$ cat src/logic/dpc_pkg.sv
package dpc_pkg;

  localparam int PORT_W = 8;
  localparam int ADDR_W = 12;

  // Register indices; byte address is four times the index
  localparam logic [7:0] IDX_DATA_A = 8'hc0;
  localparam logic [7:0] IDX_DATA_B = 8'hc1;
  localparam logic [7:0] IDX_DIR_A = 8'hc4;
  localparam logic [7:0] IDX_DIR_B = 8'hc5;
  localparam logic [7:0] IDX_OPT_A = 8'hcc;
  localparam logic [7:0] IDX_OPT_B = 8'hcd;
  localparam logic [7:0] IDX_IRQ_CTRL = 8'hd0;
  localparam logic [7:0] IDX_IRQ_STAT = 8'hd1;

  localparam int GEN_BIT = 0;
  localparam logic [PORT_W-1:0] PORT_RESET = 8'h00;
  localparam logic GEN_RESET = 1'b0;

  typedef enum logic [2:0] {
    MODE_IN_PULLUP,
    MODE_IN_FLOAT,
    MODE_IN_IRQ,
    MODE_ANALOG,
    MODE_OUT_OD,
    MODE_OUT_PP
  } dpc_mode_type;

  // Software view of one port
  typedef struct packed {
    logic [PORT_W-1:0] data;
    logic [PORT_W-1:0] dir;
    logic [PORT_W-1:0] opt;
  } dpc_port_type;

  // Pad controls of one port
  typedef struct packed {
    logic [PORT_W-1:0] out_en;
    logic [PORT_W-1:0] out_val;
    logic [PORT_W-1:0] pullup_en;
    logic [PORT_W-1:0] analog_sel;
    logic [PORT_W-1:0] irq_en;
  } dpc_pad_type;

  function automatic logic [ADDR_W-1:0] byte_addr(input logic [7:0] idx);
    byte_addr = {2'b00, idx, 2'b00};
  endfunction

  function automatic dpc_mode_type pin_mode(input logic dir, input logic opt, input logic dat);
    if (dir) begin
      pin_mode = opt ? MODE_OUT_PP : MODE_OUT_OD;
    end else if (!opt) begin
      pin_mode = dat ? MODE_IN_FLOAT : MODE_IN_PULLUP;
    end else begin
      pin_mode = dat ? MODE_ANALOG : MODE_IN_IRQ;
    end
  endfunction

endpackage

$ cat src/logic/dpc_gpio.sv
`timescale 1ns/1ps

// Contract
// - Input modes decoded from option and data
// - Direction 1 option 0 gives open drain
// - Direction 1 option 1 gives push pull
// - Data read returns latch or pin
// - Data write retunes input pin characteristics
// - Option write retunes input or output style
// - Direction bit selects input or output
// - Interrupt needs irq mode and global enable
// - Ports run on in wait, wake request
// - Ports run on in stop, wake request
// - Data registers at indices c0, c1
// - Direction registers at indices c4, c5
// - Option registers at indices cc, cd
// - Reset clears all port registers
// - Bit x controls pin x
// - Output data write drives pin latch
module dpc_gpio #(
  parameter int PORT_W = dpc_pkg::PORT_W
) (
  input wire logic ref_clk, // Core clock
  input wire logic rst_n, // Synchronous reset
  input wire logic psel, // APB select
  input wire logic penable, // APB enable
  input wire logic pwrite, // APB direction
  input wire logic [11:0] paddr, // APB byte address
  input wire logic [31:0] pwdata, // APB write data
  output logic [31:0] prdata, // APB read data
  output logic pready, // APB ready
  output logic pslverr, // APB error, unmapped address
  input wire logic [PORT_W-1:0] pin_in_a, // Port A pad levels
  input wire logic [PORT_W-1:0] pin_in_b, // Port B pad levels
  output dpc_pkg::dpc_pad_type pad_a, // Port A pad controls
  output dpc_pkg::dpc_pad_type pad_b, // Port B pad controls
  output logic [PORT_W-1:0] pin_sync_a, // Port A synchronised levels
  output logic [PORT_W-1:0] pin_sync_b, // Port B synchronised levels
  output logic ext_irq_req, // Pin interrupt request
  output logic wake_req // Wake from wait or stop
);

  if (PORT_W != dpc_pkg::PORT_W) begin : g_bad_width
    $error("dpc_gpio supports only the 8-bit port width");
  end

  dpc_pkg::dpc_port_type port_a_reg;
  dpc_pkg::dpc_port_type port_b_reg;
  logic global_irq_enable_reg;
  logic [PORT_W-1:0] meta_a_reg;
  logic [PORT_W-1:0] meta_b_reg;
  logic [PORT_W-1:0] sync_a_reg;
  logic [PORT_W-1:0] sync_b_reg;
  logic [PORT_W-1:0] irq_hit_a_reg;
  logic [PORT_W-1:0] irq_hit_b_reg;
  dpc_pkg::dpc_pad_type pad_a_next;
  dpc_pkg::dpc_pad_type pad_b_next;
  logic [PORT_W-1:0] irq_hit_a_next;
  logic [PORT_W-1:0] irq_hit_b_next;
  logic access;
  logic wr_fire;
  logic [31:0] rd_next;
  logic err_next;

  function automatic dpc_pkg::dpc_pad_type pad_decode(input dpc_pkg::dpc_port_type p);
    dpc_pkg::dpc_mode_type m;
    pad_decode = '0;
    for (int i = 0; i < dpc_pkg::PORT_W; i++) begin
      m = dpc_pkg::pin_mode(p.dir[i], p.opt[i], p.data[i]);
      case (m)
        dpc_pkg::MODE_IN_PULLUP: begin
          pad_decode.pullup_en[i] = 1'b1;
        end
        dpc_pkg::MODE_IN_FLOAT: begin
          pad_decode.pullup_en[i] = 1'b0;
        end
        dpc_pkg::MODE_IN_IRQ: begin
          pad_decode.pullup_en[i] = 1'b1;
          pad_decode.irq_en[i] = 1'b1;
        end
        dpc_pkg::MODE_ANALOG: begin
          pad_decode.analog_sel[i] = 1'b1;
        end
        dpc_pkg::MODE_OUT_OD: begin
          // P driver off: drive low only when latch is 0
          pad_decode.out_en[i] = ~p.data[i];
          pad_decode.out_val[i] = 1'b0;
        end
        default: begin
          pad_decode.out_en[i] = 1'b1;
          pad_decode.out_val[i] = p.data[i];
        end
      endcase
    end
  endfunction

  // Input pins read the pad, output pins the latch
  function automatic logic [31:0] data_view(input dpc_pkg::dpc_port_type p,
                                            input logic [PORT_W-1:0] pins);
    data_view = {24'h000000, (p.dir & p.data) | (~p.dir & pins)};
  endfunction

  // Two-stage pin synchroniser
  always_ff @(posedge ref_clk) begin
    if (!rst_n) begin
      meta_a_reg <= dpc_pkg::PORT_RESET;
      meta_b_reg <= dpc_pkg::PORT_RESET;
      sync_a_reg <= dpc_pkg::PORT_RESET;
      sync_b_reg <= dpc_pkg::PORT_RESET;
    end else begin
      meta_a_reg <= pin_in_a;
      meta_b_reg <= pin_in_b;
      sync_a_reg <= meta_a_reg;
      sync_b_reg <= meta_b_reg;
    end
  end

  assign access = psel && penable;
  assign wr_fire = access && pready && pwrite;

  // Read mux and address decode
  always_comb begin
    rd_next = 32'h00000000;
    err_next = 1'b0;
    if (paddr == dpc_pkg::byte_addr(dpc_pkg::IDX_DATA_A)) begin
      rd_next = data_view(port_a_reg, sync_a_reg);
    end else if (paddr == dpc_pkg::byte_addr(dpc_pkg::IDX_DATA_B)) begin
      rd_next = data_view(port_b_reg, sync_b_reg);
    end else if (paddr == dpc_pkg::byte_addr(dpc_pkg::IDX_DIR_A)) begin
      rd_next = {24'h000000, port_a_reg.dir};
    end else if (paddr == dpc_pkg::byte_addr(dpc_pkg::IDX_DIR_B)) begin
      rd_next = {24'h000000, port_b_reg.dir};
    end else if (paddr == dpc_pkg::byte_addr(dpc_pkg::IDX_OPT_A)) begin
      rd_next = {24'h000000, port_a_reg.opt};
    end else if (paddr == dpc_pkg::byte_addr(dpc_pkg::IDX_OPT_B)) begin
      rd_next = {24'h000000, port_b_reg.opt};
    end else if (paddr == dpc_pkg::byte_addr(dpc_pkg::IDX_IRQ_CTRL)) begin
      rd_next = {31'h00000000, global_irq_enable_reg};
    end else if (paddr == dpc_pkg::byte_addr(dpc_pkg::IDX_IRQ_STAT)) begin
      rd_next = {16'h0000, irq_hit_b_reg, irq_hit_a_reg};
    end else begin
      err_next = 1'b1;
    end
  end

  // One wait state: ready rises in the second access cycle
  always_ff @(posedge ref_clk) begin
    if (!rst_n) begin
      pready <= 1'b0;
      prdata <= 32'h00000000;
      pslverr <= 1'b0;
    end else if (access && !pready) begin
      pready <= 1'b1;
      prdata <= pwrite ? 32'h00000000 : rd_next;
      pslverr <= err_next;
    end else begin
      pready <= 1'b0;
      prdata <= 32'h00000000;
      pslverr <= 1'b0;
    end
  end

  // Port A registers
  always_ff @(posedge ref_clk) begin
    if (!rst_n) begin
      port_a_reg <= {3{dpc_pkg::PORT_RESET}};
    end else if (wr_fire) begin
      if (paddr == dpc_pkg::byte_addr(dpc_pkg::IDX_DATA_A)) begin
        port_a_reg.data <= pwdata[PORT_W-1:0];
      end else if (paddr == dpc_pkg::byte_addr(dpc_pkg::IDX_DIR_A)) begin
        port_a_reg.dir <= pwdata[PORT_W-1:0];
      end else if (paddr == dpc_pkg::byte_addr(dpc_pkg::IDX_OPT_A)) begin
        port_a_reg.opt <= pwdata[PORT_W-1:0];
      end
    end
  end

  // Port B registers
  always_ff @(posedge ref_clk) begin
    if (!rst_n) begin
      port_b_reg <= {3{dpc_pkg::PORT_RESET}};
    end else if (wr_fire) begin
      if (paddr == dpc_pkg::byte_addr(dpc_pkg::IDX_DATA_B)) begin
        port_b_reg.data <= pwdata[PORT_W-1:0];
      end else if (paddr == dpc_pkg::byte_addr(dpc_pkg::IDX_DIR_B)) begin
        port_b_reg.dir <= pwdata[PORT_W-1:0];
      end else if (paddr == dpc_pkg::byte_addr(dpc_pkg::IDX_OPT_B)) begin
        port_b_reg.opt <= pwdata[PORT_W-1:0];
      end
    end
  end

  // Global interrupt enable
  always_ff @(posedge ref_clk) begin
    if (!rst_n) begin
      global_irq_enable_reg <= dpc_pkg::GEN_RESET;
    end else if (wr_fire && paddr == dpc_pkg::byte_addr(dpc_pkg::IDX_IRQ_CTRL)) begin
      global_irq_enable_reg <= pwdata[dpc_pkg::GEN_BIT];
    end
  end

  assign pad_a_next = pad_decode(port_a_reg);
  assign pad_b_next = pad_decode(port_b_reg);
  // Low level trigger on irq-configured inputs
  assign irq_hit_a_next = pad_a_next.irq_en & ~sync_a_reg;
  assign irq_hit_b_next = pad_b_next.irq_en & ~sync_b_reg;

  // Registered pad controls and interrupt outputs
  always_ff @(posedge ref_clk) begin
    if (!rst_n) begin
      pad_a <= '0;
      pad_b <= '0;
      pin_sync_a <= dpc_pkg::PORT_RESET;
      pin_sync_b <= dpc_pkg::PORT_RESET;
      irq_hit_a_reg <= dpc_pkg::PORT_RESET;
      irq_hit_b_reg <= dpc_pkg::PORT_RESET;
      ext_irq_req <= 1'b0;
      wake_req <= 1'b0;
    end else begin
      pad_a <= pad_a_next;
      pad_b <= pad_b_next;
      pin_sync_a <= sync_a_reg;
      pin_sync_b <= sync_b_reg;
      irq_hit_a_reg <= irq_hit_a_next;
      irq_hit_b_reg <= irq_hit_b_next;
      ext_irq_req <= global_irq_enable_reg &&
                     (|{irq_hit_a_next, irq_hit_b_next});
      // No low-power input: ports behave the same in wait and stop
      wake_req <= global_irq_enable_reg &&
                  (|{irq_hit_a_next, irq_hit_b_next});
    end
  end

  property p_ready_one_wait;
    @(posedge ref_clk) disable iff (!rst_n)
      (psel && penable && !pready) |=> pready;
  endproperty
  a_ready_one_wait: assert property (p_ready_one_wait)
    else $error("pready not raised one cycle into access");

  property p_reset_clear;
    @(posedge ref_clk) !rst_n |=> (port_a_reg == '0 && port_b_reg == '0);
  endproperty
  a_reset_clear: assert property (p_reset_clear)
    else $error("port registers not cleared by reset");

  property p_data_write;
    @(posedge ref_clk) disable iff (!rst_n)
      (wr_fire && paddr == dpc_pkg::byte_addr(dpc_pkg::IDX_DATA_A))
      |=> port_a_reg.data == $past(pwdata[PORT_W-1:0]);
  endproperty
  a_data_write: assert property (p_data_write)
    else $error("port A data write lost");

  property p_dir_write;
    @(posedge ref_clk) disable iff (!rst_n)
      (wr_fire && paddr == dpc_pkg::byte_addr(dpc_pkg::IDX_DIR_B))
      |=> port_b_reg.dir == $past(pwdata[PORT_W-1:0]);
  endproperty
  a_dir_write: assert property (p_dir_write)
    else $error("port B direction write lost");

  property p_pp_drive;
    @(posedge ref_clk) disable iff (!rst_n)
      (port_a_reg.dir[0] && port_a_reg.opt[0])
      |=> (pad_a.out_en[0] && pad_a.out_val[0] == $past(port_a_reg.data[0]));
  endproperty
  a_pp_drive: assert property (p_pp_drive)
    else $error("push-pull pin not driving latch");

  property p_od_drive;
    @(posedge ref_clk) disable iff (!rst_n)
      (port_a_reg.dir[1] && !port_a_reg.opt[1])
      |=> (!pad_a.out_val[1] && pad_a.out_en[1] == !$past(port_a_reg.data[1]));
  endproperty
  a_od_drive: assert property (p_od_drive)
    else $error("open-drain pin drive wrong");

  property p_input_pullup;
    @(posedge ref_clk) disable iff (!rst_n)
      (!port_b_reg.dir[2] && !port_b_reg.data[2])
      |=> (pad_b.pullup_en[2] && !pad_b.out_en[2] && !pad_b.analog_sel[2]);
  endproperty
  a_input_pullup: assert property (p_input_pullup)
    else $error("input pull-up mode wrong");

  property p_analog;
    @(posedge ref_clk) disable iff (!rst_n)
      (!port_b_reg.dir[3] && port_b_reg.opt[3] && port_b_reg.data[3])
      |=> (pad_b.analog_sel[3] && !pad_b.pullup_en[3] && !pad_b.irq_en[3]);
  endproperty
  a_analog: assert property (p_analog)
    else $error("analog mode wrong");

  property p_irq_gate;
    @(posedge ref_clk) disable iff (!rst_n)
      ext_irq_req |-> ($past(global_irq_enable_reg) && (|(pad_a.irq_en | pad_b.irq_en)));
  endproperty
  a_irq_gate: assert property (p_irq_gate)
    else $error("interrupt raised without enable or irq mode");

  property p_read_input;
    @(posedge ref_clk) disable iff (!rst_n)
      (access && !pready && !pwrite && paddr == dpc_pkg::byte_addr(dpc_pkg::IDX_DATA_A)
       && port_a_reg.dir == '0) |=> prdata[PORT_W-1:0] == $past(sync_a_reg);
  endproperty
  a_read_input: assert property (p_read_input)
    else $error("input read does not show pins");

  property p_read_output;
    @(posedge ref_clk) disable iff (!rst_n)
      (access && !pready && !pwrite && paddr == dpc_pkg::byte_addr(dpc_pkg::IDX_DATA_B)
       && port_b_reg.dir == '1) |=> prdata[PORT_W-1:0] == $past(port_b_reg.data);
  endproperty
  a_read_output: assert property (p_read_output)
    else $error("output read does not show latch");

  property p_opt_write;
    @(posedge ref_clk) disable iff (!rst_n)
      (wr_fire && paddr == dpc_pkg::byte_addr(dpc_pkg::IDX_OPT_A))
      |=> port_a_reg.opt == $past(pwdata[PORT_W-1:0]);
  endproperty
  a_opt_write: assert property (p_opt_write)
    else $error("port A option write lost");

  property p_gen_write;
    @(posedge ref_clk) disable iff (!rst_n)
      (wr_fire && paddr == dpc_pkg::byte_addr(dpc_pkg::IDX_IRQ_CTRL))
      |=> global_irq_enable_reg == $past(pwdata[dpc_pkg::GEN_BIT]);
  endproperty
  a_gen_write: assert property (p_gen_write)
    else $error("global interrupt enable write lost");

  property p_wake;
    @(posedge ref_clk) disable iff (!rst_n) wake_req == ext_irq_req;
  endproperty
  a_wake: assert property (p_wake)
    else $error("wake request and interrupt disagree");

  c_write: cover property (@(posedge ref_clk) disable iff (!rst_n) wr_fire);
  c_unmapped: cover property (@(posedge ref_clk) disable iff (!rst_n) pready && pslverr);
  c_irq: cover property (@(posedge ref_clk) disable iff (!rst_n) ext_irq_req);
  c_pp: cover property (@(posedge ref_clk) disable iff (!rst_n) pad_b.out_en != '0);
  c_analog: cover property (@(posedge ref_clk) disable iff (!rst_n) pad_b.analog_sel != '0);

endmodule // dpc_gpio

$ cat config.mk
export PLATFORM = sky130hd
export DESIGN_NAME = dpc_gpio
export DESIGN_NICKNAME = d
export VERILOG_FILES = /design/src/logic/dpc_pkg.sv /design/src/logic/dpc_gpio.sv
export SDC_FILE = /design/constraint.sdc
export NUM_CORES = 1
export LEC_CHECK = 0
export BUFFER_PORTS_ARGS = -buffer_cell sky130_fd_sc_hd__buf_2
export CAP_MARGIN = 20
export CORE_ASPECT_RATIO = 1.1
export CORE_MARGIN = 4
export CORE_UTILIZATION = 47
export DETAILED_ROUTE_END_ITERATION = 6
export GPL_ROUTABILITY_DRIVEN = 0
export HOLD_SLACK_MARGIN = 0.1
export PLACE_DENSITY = 0.74
export SYNTH_ARGS = -nofsm -noshare
export SYNTH_HDL_FRONTEND = slang
export SYNTH_SLANG_ARGS = --single-unit
$ cat constraint.sdc
create_clock -name ref_clk -period 2.03 [get_ports ref_clk]
set_input_delay 0.203 -clock ref_clk [delete_from_list [all_inputs] [get_ports ref_clk]]
set_output_delay 0.203 -clock ref_clk [all_outputs]
set_load 0.05 [all_outputs]
# Word-level counts from Yosys, hierarchy flattened
# Index checks and enable logic that the tools add are counted.
# Widths: inputs -> output; s select.
# totals
regBits	228
latch_bits	0
mem_bits_rw	0
mem_bits_ro	0
input_bits	65
n_memories	0
# classes
add_sub_neg	0
multipliers	0
n_div	0
order_cmp	0
eq_ne	72
shift	0
n_mux	154
n_bitwise	35
reduce_logical	82
# ops
cell	count
$mux 1	98
$eq 12x10->1 const B	8
$eq 3x2->1 const B	32
$reduce_or 6->1	16
$mux 8	8
$reduce_or 4->1	16
$and 8x8->8	6
$eq 3x1->1 const B	16
$eq 3x3->1 const B	16
$logic_not 3->1	16
$mux 3	16
$mux 2	16
$not 8->8	4
$pmux 1 s2	16
$reduce_or 2->1	16
$not 1->1	23
$or 8x8->8	2
$reduce_or 16->1	1
$reduce_or 11->1	1
$reduce_or 10->1	1
$reduce_or 9->1	1
$reduce_and 4->1	2
$logic_and 1x1->1	6
$reduce_and 3->1	2
3 further kinds	4

# Longest topological paths before layout
# Gate-level depths: netlist (run 1).
# depth
ltp_word	9
depth_mapped	7
depth_no_buf	5

# Least setup slack after synthesis (run 1)
# No wires, ideal clock.
# synth_path
path_kind	register to register
from	register pready
to	register port_a_reg[15] (netlist bit)
setup_time_ns	0.128
arrival_time_ns	1.869
required_ns	1.902
setup_slack_ns	0.034
path_stages_with_launch	6
n_path_buf	0
synth_period_minus_slack_ns	1.996
path_cell_list	dfxtp_1 > nand4_1 > nor2_1 > nand4_1 > mux2i_1 > nor2_1
# synth_between
elab_chain_len	3
# synth_lines
item	line_no	rtl
start: declaration	dpc_gpio.sv:31	output logic pready,
start signal: assignment	dpc_gpio.sv:149	pready <= 1'b0;
start signal: assignment	dpc_gpio.sv:153	pready <= 1'b1;
start signal: assignment	dpc_gpio.sv:157	pready <= 1'b0;
$logic_and 1x1->1 (2 in a row)	dpc_gpio.sv:119	assign wr_fire = access && pready && pwrite;
$reduce_and 3->1 (no line)	--	
end signal: assignment	dpc_gpio.sv:166	port_a_reg <= {3{dpc_pkg::PORT_RESET}};
end: declaration	dpc_gpio.sv:47	dpc_pkg::dpc_port_type port_a_reg;
# Every way passes these cells.
# A chain may end at the register's enable or synchronous reset.

# Final worst setup path (run 1)
# layout_path
from	register port_b_reg[12] (netlist bit)
to	register wake_req
# layout_between
elab_chain_len	6
# layout_lines
item	line_no	rtl
start: declaration	dpc_gpio.sv:48	dpc_pkg::dpc_port_type port_b_reg;
start signal: assignment	dpc_gpio.sv:181	port_b_reg <= {3{dpc_pkg::PORT_RESET}};
$mux 3	dpc_pkg.sv:50	if (dir) begin
$eq 3x2->1	dpc_gpio.sv:70	case (m)
$mux 1	dpc_gpio.sv:70	
$and 8x8->8	dpc_gpio.sv:206	assign irq_hit_b_next = pad_b_next.irq_en & ~sync_b_reg;
$reduce_or 16->1	dpc_gpio.sv:230	(|{irq_hit_a_next, irq_hit_b_next});
$logic_and 1x1->1	dpc_gpio.sv:229	wake_req <= global_irq_enable_reg &&
end signal: assignment	dpc_gpio.sv:229	
end: declaration	dpc_gpio.sv:40	output logic wake_req
# Every way passes these cells.

==> results of run 1 <==
[per-stage QoR]
stage,worst slack (ns),hold WS [ns],area (µm²)
floorplan,0.03394,0.3303,7538
global placement,0.05298,0.4081,8712
detailed placement,-0.006019,0.4121,8712
CTS,0.2088,0.1003,9703
global route,0.1227,0.1190,9703
finish,0.2051,0.1126,9703
[power by group]
| part | switching (mW) | internal [mW] | leakage [nW] |
|---|---|---|---|
| logic | 0.339 | 0.158 | 2.23 |
| registers | 0.0237 | 4.22 | 1.72 |
| clock network | 1.56 | 2.47 | 0.358 |
| total | 1.93 | 6.85 | 4.31 |
[final timing paths]
path	from	end	slack [ns]	cells past startpoint
hold reg to reg	meta_b_reg[7]	sync_b_reg[7]	0.42	1
hold / removal	paddr[7]	pslverr	0.11	3
setup / recovery	port_b_reg[12]	wake_req	0.21	6
setup reg to reg	port_b_reg[12]	wake_req	0.21	6
[cell families (layout without fill, tap and decap cells)]
logic type,Yosys count,count (layout),share of synthesized area
AOI/OAI and AO/OA,74,74,0.05870
buffers and inverters,76,293,0.04816
DFF,212,212,0.5672
muxes,54,54,0.07425
other,1,16,0.0005012
and+or+nand+nor,374,374,0.2512
[what timing repair did]
action / CTS / global route
hold buffers: 26 / 0
hold endpoints to repair: 67 / 0
endpoints found under the setup margin: 0 / 0
[layer usage]
| metal | track usage | wire [µm] | part of all wire | up-vias |
|---|---|---|---|---|
| met5 | 0 | 0 | 0 | - |
| met4 | 0.08547 | 728 | 0.038 | 0 |
| met3 | 0.02593 | 1328 | 0.069 | 48 |
| met2 | 0.3682 | 9503 | 0.49 | 255 |
| met1 | 0.2613 | 7748 | 0.40 | 2824 |
| li1 | - | - | - | 3022 |
[critical path, stage by stage, from the launching register on]
cell,delay (ns)
dfxtp_1,0.33
nand2b_1,0.14
nor3_1,0.05
or4_1,0.55
nor4_1,0.32
buf_4,0.17
a31oi_1,0.10
[cells in the final DEF (no fill, tap or decap), types with 6 or more instances in the layout]
cell type,Yosys,final
conb_1,1,16
nor3_1,30,29
nor2_1,112,112
nand3_1,22,22
dfxtp_1,212,212
nand2_1,81,81
buf_2,4,156
and2_1,57,57
inv_1,20,20
a22oi_1,6,6
a21oi_1,41,41
nor4_1,7,7
mux2i_1,42,42
mux2_2,12,12
o21ai_0,7,7
dlygate4sd3_1,0,26
clkbuf_16,0,21
nand2b_1,29,29
buf_4,18,51
[area by class of cell]
| type | instances | area share |
|---|---|---|
| Inverter | 20 | 0.007737 |
| Clock buffer | 30 | 0.06280 |
| Sequential cell | 212 | 0.4374 |
| Timing Repair Buffer | 235 | 0.1509 |
| Multi-Input combinational cell | 518 | 0.3029 |
| Tap cell | 200 | 0.02579 |
| Clock inverter | 8 | 0.01251 |
==> metrics.txt, run 1 <==
core footprint=0.01568 mm²; initial antenna violation count=0; Yosys top cell area share=0.5672; DPL Wire Length=13.62 mm; Post-Syn Area=0.007482 mm²; detail-routed net length per standard cell=15.79 µm; Synth Flop Type=dfxtp_1; Post-synth EDFFs=0; register area=0.004244 mm²; first drt pass iteration count=6; CP Max Fanout=2; Clock Sinks=212; htree depth=1; Final Util=0.6190; slew margin rel.=0.5274; sequential share of the synthesized area=0.5672; Unique masters post-synth=47; final cell count without fillers=1223; Post-CTS Setup Repair Bufs=0; Crit Path Class=reg -> reg; Avg Vias per Cell=5.028; standard-cell rows=48; Final Max Slew Viols=0; largest net degree at the start of global routing=100; global-route usage over all layers=0.2107; layout overhead on the synthesized area=29.68%; critical path arrival=2.15 ns; filler cell count=1318; Max-Cap Viols=0; Clk pin slew, worst setup/hold paths=0.06 ns; total power=8.774 mW; final WL=19.31 mm; worst hold path class=in -> reg; crit end category=flop; worst skew pair latency=0.50 ns; I/O Pins=197; Cell Pwr Density=904.3 mW/mm²; FMAX=548.0 MHz; layout cells sized above 1=0.2571; multi-input logic area=0.002939 mm²; port bufs=156; Die Y=140.3 µm; CTS resizes=0; fin nets=1073; clk root buf=clkbuf_16; Inst Count DP=1159; Synth area leaders=dfxtp_1 57%, mux2i_1 5.6%, nor2_1 5.6%; Avg Cell Area, Syn=9.459 µm²; vias in the first global route=6053; Clock Skews=0.009181 ns; die area=0.01800 mm²; first-pass GRT wire length=30.73 mm; Syn Inst Count=791; TritonCTS clock tree=done; area leader, netlist=dfxtp_1; Peak VDD IR=0.0006572 V; setup TNS=0 ns; Hold Vio Cnt, Final=0; Post-synth ARST share=0; DRT iter0 DRCs=412; outcome=finished, final reports clean; Tcrit/Tclk final=0.8990; Finish-stage setup viols=0; Worst Setup Start Kind=flop; Post-synth top cells=212 x dfxtp_1, 112 x nor2_1, 81 x nand2_1, 57 x and2_1, 42 x mux2i_1; count leader, synth=dfxtp_1; Largest regs=pad_a x40, pad_b x40; initial cell density of the core=0.4773; Overflow after GRT=0; DRT antenna net count=0; Pleak=4.311 nW; residual DRC count=0; Vias=6149; FF+latch count, synth=212; maximum buffer depth of the clock tree=3; RSZ-0062 raised after global routing=no; Worst EP required=2.36 ns; Die Wd=128.3 µm; n_diodes=0; crit path time final=1.825 ns; Num CTS Buffers=21; Ys Warns=0; Worst Tran Pin Value=0.7024 ns
No activity file was read; power rests on OpenSTA's default activity.
==> inputs of run 2 (changes only) <==
Settings changed: RECOVER_POWER set to 100.
==> metrics.txt, run 2 (synthesized netlist as in run 1, its figures left out) <==
worst skew pair latency=0.50 ns; layout overhead on the synthesized area=25.85%; residual DRC count=0; Worst Setup Start Kind=flop; Overflow after GRT=0; I/O Pins=197; detail-routed net length per standard cell=15.93 µm; die area=0.01800 mm²; initial cell density of the core=0.4773; most frequent cells in the layout=212 x dfxtp_1, 143 x clkbuf_1, 112 x nor2_1; Die Wd=128.3 µm; first drt pass iteration count=5; Hold Vio Cnt, Final=0; outcome=finished, final reports clean; crit end category=flop; vias in the first global route=6053; Peak VDD IR=0.0006599 V; first-pass GRT wire length=30.73 mm; Inst Count DP=1159; filler cell count=1407; fin nets=1073; htree depth=1; clk root buf=clkbuf_16; CTS resizes=0; core footprint=0.01568 mm²; worst hold path class=in -> reg; maximum buffer depth of the clock tree=3; Vias=6135; total power=8.764 mW; final cell count without fillers=1223; initial antenna violation count=0; Tcrit/Tclk final=0.8936; global-route usage over all layers=0.2107; crit path time final=1.814 ns; Avg Vias per Cell=5.016; leading cell type in the layout, fill and taps excluded=dfxtp_1; DRT antenna net count=0; largest net degree at the start of global routing=100; RSZ-0062 raised after global routing=no; Worst EP required=2.36 ns; n_diodes=0; Final Util=0.6007; Largest regs=pad_a x40, pad_b x40; slew margin rel.=0.3806; DRT iter0 DRCs=346; Die Y=140.3 µm; CP Max Fanout=2; critical path arrival=2.14 ns; Finish-stage setup viols=0; TritonCTS clock tree=done; Final Max Slew Viols=0; Clk pin slew, worst setup/hold paths=0.06 ns; layout cells sized above 1=0.1193; final WL=19.48 mm; port bufs=156; standard-cell rows=48; DPL Wire Length=13.62 mm; Num CTS Buffers=21; Cell Pwr Density=930.7 mW/mm²; Post-CTS Setup Repair Bufs=0; Clock Skews=0.01089 ns; Worst Tran Pin Value=0.9291 ns; FMAX=551.3 MHz; Clock Sinks=212; Pleak=3.687 nW; Max-Cap Viols=0; Crit Path Class=reg -> reg
run 2: cell types whose count changed in the layout (fill, tap and decap cells not counted), sizes merged:
cell and change:
clkbuf +143, buf -143
run 2: cell type report:
cell class                      count  area (µm²)  area share
Timing Repair Buffer              235        1207      0.1282
Multi-Input combinational cell    518        2909      0.3089
Clock buffer                       30       609.3     0.06471
Clock inverter                      8       121.4     0.01289
Tap cell                          200       250.2     0.02657
Inverter                           20       75.07    0.007972
Sequential cell                   212        4244      0.4507
run 2: report_power, final:
part | switching [mW] | internal, mW | total (mW)
sequential | 0.0246 | 4.22 | 4.24
clock | 1.57 | 2.47 | 4.04
combinational | 0.338 | 0.141 | 0.479
run 2: path summary, 6_finish.rpt:
path                       start       endpoint  slack, ns  depth (start not counted)
setup / recovery  port_b_reg[12]       wake_req       0.22                          6
hold / removal          paddr[7]        pslverr       0.11                          3
setup reg to reg  port_b_reg[12]       wake_req       0.22                          6
hold reg to reg    meta_b_reg[7]  sync_b_reg[7]       0.42                          1
run 2: routing by layer:
layer | part of all wire | track usage | vias up
met4 | 0.037 | 0.08547 | 0
met2 | 0.49 | 0.3682 | 250
met3 | 0.070 | 0.02593 | 48
met1 | 0.40 | 0.2613 | 2808
li1 | - | - | 3029
met5 | 0 | 0 | -
run 2: through the flow:
stage / instance area, µm² / TNS (ns) / hold slack [ns] / worst slack (ns)
3_5_place_dp: 8712 / -0.006019 / 0.4121 / -0.006019
2_1_floorplan: 7538 / 0 / 0.3303 / 0.03394
6_report: 9417 / 0 / 0.1116 / 0.2161
5_1_grt: 9417 / 0 / 0.1190 / 0.1205
3_3_place_gp: 8712 / 0 / 0.4081 / 0.05298
4_1_cts: 9703 / 0 / 0.1003 / 0.2088
run 2: critical path: stages, from the launching register on:
cell and delay [ns]:
dfxtp_1 0.32, nand2b_1 0.13, nor3_1 0.05, or4_1 0.55
nor4_1 0.32, buf_4 0.17, a31oi_1 0.10
run 2: what timing repair did:
action,in CTS,in global routing
hold endpoints to repair,67,0
endpoints found under the setup margin,0,0
hold buffers,26,0
